[config.mk]
export PLATFORM = sky130hd
export DESIGN_NAME = rtcv_window
export DESIGN_NICKNAME = d
export VERILOG_FILES = /design/src/include/rtcv_pkg.sv /design/src/core/rtcv_window.sv
export SDC_FILE = /design/constraint.sdc
export NUM_CORES = 1
export LEC_CHECK = 0
export BUFFER_PORTS_ARGS = -buffer_cell sky130_fd_sc_hd__buf_2
export CAP_MARGIN = 40
export CORE_MARGIN = 2
export CORE_UTILIZATION = 56
export DETAILED_ROUTE_END_ITERATION = 12
export MAX_ROUTING_LAYER = met4
export PLACE_DENSITY = 0.85
export SETUP_SLACK_MARGIN = 0.3
export SYNTH_ARGS = -nofsm -noshare
export SYNTH_HDL_FRONTEND = slang
export SYNTH_SLANG_ARGS = --single-unit
[constraint.sdc]
create_clock -name CORE_CLK -period 4.2 [get_ports CORE_CLK]
set_input_delay 0.21 -clock CORE_CLK [delete_from_list [all_inputs] [get_ports CORE_CLK]]
set_output_delay 0.21 -clock CORE_CLK [all_outputs]
set_load 0.02 [all_outputs]
[src/include/rtcv_pkg.sv]
// shared constants and types for the time/alarm value window block
package rtcv_pkg;

    // register byte offsets on the bus
    localparam int          RTCV_AW          = 8;
    localparam logic [7:0]  TIME_CTRL_OFS    = 8'h00;
    localparam logic [7:0]  ALARM_CTRL_OFS   = 8'h04;
    localparam logic [7:0]  TIME_HIGH_OFS    = 8'h08;
    localparam logic [7:0]  TIME_LOW_OFS     = 8'h0C;
    localparam logic [7:0]  ALARM_HIGH_OFS   = 8'h10;
    localparam logic [7:0]  ALARM_LOW_OFS    = 8'h14;

    // control field positions and reset values
    localparam int          PTR_LSB          = 0;
    localparam int          PTR_MSB          = 1;
    localparam int          UNLOCK_BIT       = 5;
    localparam logic [1:0]  PTR_RESET        = 2'h0;
    localparam logic [1:0]  PTR_FLOOR        = 2'h0;
    localparam logic [1:0]  PTR_STEP         = 2'h1;
    localparam logic        UNLOCK_RESET     = 1'b0;

    // value slots: slot index is {pointer, high_byte_select}
    localparam int          TIME_SLOTS       = 4;
    localparam int          ALARM_SLOTS      = 6;
    localparam logic [2:0]  TIME_SLOT_LIMIT  = 3'h4;
    localparam logic [2:0]  ALARM_SLOT_LIMIT = 3'h6;

    // implemented bits per slot: seconds, minutes, hours, weekday
    localparam logic [7:0]  TIME_SLOT_MASK [0:3] = '{8'h7F, 8'h7F, 8'h3F, 8'h07};
    // seconds, minutes, hours, weekday, day, month
    localparam logic [7:0]  ALARM_SLOT_MASK [0:5] =
        '{8'h7F, 8'h7F, 8'h3F, 8'h07, 8'h3F, 8'h1F};
    // slots that only take writes while the unlock bit is set
    localparam logic [3:0]  TIME_SLOT_LOCKED  = 4'hF;
    localparam logic [5:0]  ALARM_SLOT_LOCKED = 6'h3C;

    // bus constants
    localparam logic [23:0] RDATA_PAD        = 24'h000000;
    localparam logic [31:0] RDATA_RESET      = 32'h00000000;
    localparam logic [7:0]  BYTE_ZERO        = 8'h00;
    localparam logic        RESP_OKAY        = 1'b0;

    // bus phase state, one-hot
    typedef enum logic [2:0] {
        BUS_IDLE  = 3'b001,
        BUS_WRITE = 3'b010,
        BUS_READ  = 3'b100
    } rtcv_bus_state_t;

    // captured address phase
    typedef struct packed {
        logic               write;
        logic [RTCV_AW-1:0] addr;
    } rtcv_req_t;

endpackage

[src/core/rtcv_window.sv]
// register window slave for time and alarm BCD value fields
//
// The placing of the registers and the AHB-Lite register port were decided locally.
`timescale 1ns/1ps

module rtcv_window
    import rtcv_pkg::*;
(
    // clock and reset
    input  wire logic        CORE_CLK,
    input  wire logic        ARST_N,
    // ahb-lite slave
    input  wire logic        HSEL,
    input  wire logic [31:0] HADDR,
    input  wire logic [1:0]  HTRANS,
    input  wire logic        HWRITE,
    input  wire logic [2:0]  HSIZE,
    input  wire logic [31:0] HWDATA,
    input  wire logic        HREADY,
    output logic             HREADYOUT,
    output logic [31:0]      HRDATA,
    output logic             HRESP
);

    rtcv_bus_state_t state_q;
    rtcv_req_t       req_q;
    logic            hready_q;
    logic [31:0]     hrdata_q;
    logic [1:0]      tptr_q;
    logic [1:0]      aptr_q;
    logic            unlock_q;
    logic [7:0]      time_q  [0:TIME_SLOTS-1];
    logic [7:0]      alarm_q [0:ALARM_SLOTS-1];
    logic            accept;
    logic            wr_commit;
    logic            rd_commit;
    logic            hit_tctrl;
    logic            hit_actrl;
    logic            hit_thi;
    logic            hit_tlo;
    logic            hit_ahi;
    logic            hit_alo;
    logic [2:0]      tslot;
    logic [2:0]      aslot;
    logic            time_wr;
    logic            alarm_wr;
    logic [7:0]      rd_byte;

    // only single word transfers are expected; size is not checked
    assign accept    = HSEL & HTRANS[1] & HREADY;
    assign wr_commit = (state_q == BUS_WRITE);
    assign rd_commit = (state_q == BUS_READ);

    // decode of the captured address; upper address bits alias
    assign hit_tctrl = (req_q.addr == TIME_CTRL_OFS);
    assign hit_actrl = (req_q.addr == ALARM_CTRL_OFS);
    assign hit_thi   = (req_q.addr == TIME_HIGH_OFS);
    assign hit_tlo   = (req_q.addr == TIME_LOW_OFS);
    assign hit_ahi   = (req_q.addr == ALARM_HIGH_OFS);
    assign hit_alo   = (req_q.addr == ALARM_LOW_OFS);

    // slot = {pointer, high byte}: 00 -> min/sec, 01 -> weekday_digit/hour, 10 -> month/day
    assign tslot = {tptr_q, hit_thi};
    assign aslot = {aptr_q, hit_ahi};

    // write enables; unmapped slots (time pointer 10 or 11, alarm pointer 11) take nothing
    assign time_wr = wr_commit & (hit_thi | hit_tlo) & (tslot < TIME_SLOT_LIMIT)
                   & unlock_q;
    assign alarm_wr = wr_commit & (hit_ahi | hit_alo) & (aslot < ALARM_SLOT_LIMIT);

    // bus phase tracking: writes finish at once, reads take one wait state
    // so a read right after a write sees the freshly written value
    always_ff @(posedge CORE_CLK or negedge ARST_N) begin
        if (!ARST_N) begin
            state_q  <= BUS_IDLE;
            hready_q <= 1'b1;
            req_q    <= '0;
        end else begin
            unique case (state_q)
                BUS_IDLE, BUS_WRITE: begin
                    if (accept) begin
                        req_q.write <= HWRITE;
                        req_q.addr  <= HADDR[RTCV_AW-1:0];
                        if (HWRITE) begin
                            state_q <= BUS_WRITE;
                        end else begin
                            state_q  <= BUS_READ;
                            hready_q <= 1'b0;
                        end
                    end else begin
                        state_q <= BUS_IDLE;
                    end
                end
                BUS_READ: begin
                    state_q  <= BUS_IDLE;
                    hready_q <= 1'b1;
                end
            endcase
        end
    end

    // read data is sampled in the wait cycle, then held until the next read
    always_ff @(posedge CORE_CLK or negedge ARST_N) begin
        if (!ARST_N) begin
            hrdata_q <= RDATA_RESET;
        end else if (rd_commit) begin
            hrdata_q <= {RDATA_PAD, rd_byte};
        end
    end

    // read multiplexer; unimplemented slots and addresses read zero
    always_comb begin
        rd_byte = BYTE_ZERO;
        if (hit_tctrl) begin
            rd_byte[PTR_MSB:PTR_LSB] = tptr_q;
            rd_byte[UNLOCK_BIT]      = unlock_q;
        end else if (hit_actrl) begin
            rd_byte[PTR_MSB:PTR_LSB] = aptr_q;
        end else if ((hit_thi | hit_tlo) && (tslot < TIME_SLOT_LIMIT)) begin
            rd_byte = time_q[tslot[1:0]];
        end else if ((hit_ahi | hit_alo) && (aslot < ALARM_SLOT_LIMIT)) begin
            rd_byte = alarm_q[aslot];
        end
    end

    // time pointer and unlock; every high byte access steps the pointer down until it reaches 00
    always_ff @(posedge CORE_CLK or negedge ARST_N) begin
        if (!ARST_N) begin
            tptr_q   <= PTR_RESET;
            unlock_q <= UNLOCK_RESET;
        end else if (wr_commit && hit_tctrl) begin
            tptr_q   <= HWDATA[PTR_MSB:PTR_LSB];
            unlock_q <= HWDATA[UNLOCK_BIT];
        end else if ((wr_commit || rd_commit) && hit_thi && (tptr_q != PTR_FLOOR)) begin
            tptr_q <= tptr_q - PTR_STEP;
        end
    end

    // alarm pointer, same stepping, stops at 00
    always_ff @(posedge CORE_CLK or negedge ARST_N) begin
        if (!ARST_N) begin
            aptr_q <= PTR_RESET;
        end else if (wr_commit && hit_actrl) begin
            aptr_q <= HWDATA[PTR_MSB:PTR_LSB];
        end else if ((wr_commit || rd_commit) && hit_ahi && (aptr_q != PTR_FLOOR)) begin
            aptr_q <= aptr_q - PTR_STEP;
        end
    end

    // value slots carry no reset: contents are unknown until written
    genvar g;
    generate
        for (g = 0; g < TIME_SLOTS; g++) begin : g_time
            always_ff @(posedge CORE_CLK) begin
                if (time_wr && (tslot == g) && (unlock_q || !TIME_SLOT_LOCKED[g])) begin
                    // masks hold field widths; unused bits never store
                    time_q[g] <= HWDATA[7:0] & TIME_SLOT_MASK[g];
                end
            end
        end
        for (g = 0; g < ALARM_SLOTS; g++) begin : g_alarm
            always_ff @(posedge CORE_CLK) begin
                if (alarm_wr && (aslot == g) && (unlock_q || !ALARM_SLOT_LOCKED[g])) begin
                    // digits are stored masked to field width; range is software's job
                    alarm_q[g] <= HWDATA[7:0] & ALARM_SLOT_MASK[g];
                end
            end
        end
    endgenerate

    // ready and read data straight from flops; HRESP tied to okay
    assign HREADYOUT = hready_q;
    assign HRDATA    = hrdata_q;
    assign HRESP     = RESP_OKAY;

endmodule

==> run_results.csv <==
group,metric,value,unit
cells_and_area,instances_no_fill,424,
power,power.density,411,nW/um^2
clock_network,cts_buffers,9,
global_routing,grt_max_degree,25,
route,drc,0,
route,finalWirelength,7.63,mm
floorplanning,die_w,87.0,um
global_routing,grt_pass1_wl,12.1,mm
sta,relSlewSlack,47.7,%
power,cellLeakagePower,0.00153,uW
sta,setup_tns,0,ns
min_path,hold_path_class,"in2reg",
power,vdd_drop_max,301,uV
worst_setup_path,worstPathArrival,2.87,ns
cells_and_area,area_growth,8.88,%
clock_network,post_cts_buffers,0,
floorplanning,num_io_pins,108,
yosys,synth-seq-cells,81,
place,gp_congestion,0.900,
cells_and_area,nets,416,
run,maxCapViolCount,0,
clock_network,cts_root_buf,"clkbuf_8",
route,drtPass1Iterations,6,
yosys,synth.top_cells.by_area,"edfxtp_1 44%, dfrtp_1 14%, buf_4 5.1%",
yosys,synth_top_cell_area_share,44.4,%
yosys,syn_area,3860,um^2
yosys,synth.largest_area_cell,"edfxtp_1",
sta,hold_viol,0,
floorplanning,die_area,7570,um^2
yosys,synthFlopType,"edfxtp_1",
worst_setup_path,crit_type,"reg2reg",
worst_setup_path,crit_required,4.19,ns
route,num_vias,2517,
sta,rsz0062_at_grt,"false",
clock_network,clock-sinks,81,
worst_setup_path,worstSetupEndpointType,"flip-flop",
sta,tightest_slew,0.777,ns
global_routing,grt_pass1_vias,2350,
route,wl_per_cell,18.0,um
yosys,yosys_warnings,0,
cells_and_area,drive_above_1_share,19.8,%
clock_network,clockBufferDepth,2,
cells_and_area,fillers,492,
clock_network,cts.htree.levels,3,
floorplanning,rows,30,
global_routing,grt-ovfl-total,0,
sta,period_share,68.6,%
floorplanning,start_util,57.4,%
floorplanning,die_h,87.0,um
yosys,async_reset_ff_share,29.6,%
worst_setup_path,path_max_fanout,14,
route,drt_iter0_markers,232,
yosys,synth_cells,306,
sta,min_period,2.88,ns
place,placed_cells,407,
route,routed_via_density,5.94,
place,hpwl,5.40,mm
sta,drv_slew,0,
clock_network,clock_latency,0.36,ns
yosys,synth_edf_count,57,
clock_network,path_clk_slew,0.08,ns
global_routing,antenna_found_initial,0,
outcome,status,"finished clean",
cells_and_area,diodes,0,
route,drtAntennaViolNets,0,
sta,skew,0.00844,ns
yosys,syn_area_per_cell,12.6,um^2
clock_network,cts_tree,"built",
sta,timing.fmax,347,MHz
yosys,ys_seq_area_share,60.0,%
sta,finalSetupViolations,0,
worst_setup_path,critical_path.startpoint_type,"flip-flop",
global_routing,grt_use_total,22.6,%
floorplanning,core_area,6720,um^2
place,port_buffers,28,
yosys,netlist-cell-type-count,60,
==> cells by family (layout without fill, tap and decap cells) <==
family | count (synthesis) | after routing | synth area share [%]
AOI/OAI and AO/OA | 51 | 51 | 8.50
xor gates and xnor gates | 2 | 2 | 0.454
adders and majority gates | 3 | 3 | 0.973
buffers and inverters | 47 | 60 | 7.36
DFF | 81 | 81 | 60.0
muxes | 23 | 23 | 7.65
other | 1 | 26 | 0.0972
and+or+nand+nor | 98 | 98 | 15.0
==> cells in the mapped netlist, types with 3 or more instances <==
cell type	n
mux2_1	8
inv_1	11
dfrtp_1	22
and2_1	3
a21oi_1	13
mux2i_1	7
nand3_1	7
mux2_2	4
o21ai_0	7
nand3b_1	3
buf_4	26
nor3_1	4
nor4_1	7
o21ai_1	7
ha_1	3
a31oi_1	7
nor3b_1	5
nor2_1	21
nand2b_1	4
mux4_2	4
nand2_1	21
edfxtp_1	57
clkbuf_1	7
==> state kept, by name, summed over array words and instances (netlist names) <==
name / flops
state_q: 3
alarm_q: 34
req_q: 8
time_q: 23
HRDATA: 7
aptr_q: 2
HREADYOUT: 1
tptr_q: 2
unlock_q: 1
==> power breakdown <==
group          internal (uW)  switching, uW  leakage (uW)  total, uW
Sequential               885           62.1      0.000813        947
Combinational           66.6            103      0.000615        170
Clock                    332            280     0.0000999        611
Total                   1280            445       0.00153       1730
==> critical path: stages (launching register included) <==
cell and delay [ns]:
dfrtp_1 0.53, nor4b_2 0.66, and2_1 0.54, nand2_1 0.17, nor2_1 0.60
==> timing repair <==
item,CTS,global route
resized for setup,0,0
hold buffers,1,0
endpoints found under the hold margin,22,0
==> placed cells by master (no fill, tap or decap), drive strengths merged, types with 2 or more instances in the layout <==
cell / synthesis / final
or3: 2 / 2
o211ai: 2 / 2
nand2b: 4 / 4
mux2: 12 / 12
conb: 1 / 26
buf: 29 / 32
and2: 3 / 3
nor4b: 3 / 3
a31oi: 7 / 7
nor4: 8 / 8
ha: 3 / 3
inv: 11 / 11
nor3b: 6 / 6
xnor2: 2 / 2
clkinvlp: 0 / 2
mux4: 4 / 4
o21ai: 14 / 14
nor3: 6 / 6
a21oi: 13 / 13
edfxtp: 57 / 57
dfrtp: 22 / 22
or4: 3 / 3
o211a: 2 / 2
nor2: 22 / 22
dfstp: 2 / 2
nand4: 2 / 2
nand3b: 3 / 3
clkbuf: 7 / 10
mux2i: 7 / 7
nand2: 23 / 23
or4b: 2 / 2
bufinv: 0 / 2
nand3: 7 / 7
clkinv: 0 / 2
==> layer usage <==
metal / GRT usage (%) / vias up / part of all wire, %
met2: 34.1 / 134 / 49
met1: 30.0 / 1214 / 41
met5: - / - / 0
li1: - / 1157 / -
met4: 8.38 / 0 / 1.8
met3: 5.50 / 12 / 8.5
==> worst paths after layout <==
kind                       slack, ns             to  cells past startpoint      start
max                             1.32  alarm_q[1][0]                      4   req_q[3]
min                             0.04     state_q[2]                      2     HWRITE
max reg2reg                     1.32  alarm_q[1][0]                      4   req_q[3]
min reg2reg                     0.53      HRDATA[6]                      2  HRDATA[6]
max in group asynchronous       3.46     state_q[0]                      2     ARST_N
min in group asynchronous       0.37     state_q[2]                      2     ARST_N
==> metrics by stage <==
step | hold WS (ns) | power (uW) | cell area (um^2) | utilization [%] | setup slack [ns]
final | 0.0385 | 1730 | 4200 | 62.5 | 1.32
after detailed placement | 0.235 | 1130 | 3980 | 59.2 | 1.36
after floorplan | -0.0856 | 1090 | 3950 | - | 1.71
after global placement | 0.213 | 1120 | 3980 | 59.2 | 1.38
after global routing | 0.0354 | 1790 | 4200 | 62.5 | 1.13
after CTS | 0.0226 | 1730 | 4200 | 62.5 | 1.34
==> final cells by class <==
class	instances	area [um^2]	share of cell area (%)
clock buffer	10	128	3.04
clock inverter	6	83.8	2.00
inverter	11	41.3	0.983
multi-input combinational	203	1350	32.2
sequential	81	2310	55.1
tap	80	100	2.38
timing repair buffer	33	180	4.29
No activity file was read; power rests on OpenSTA's default activity.
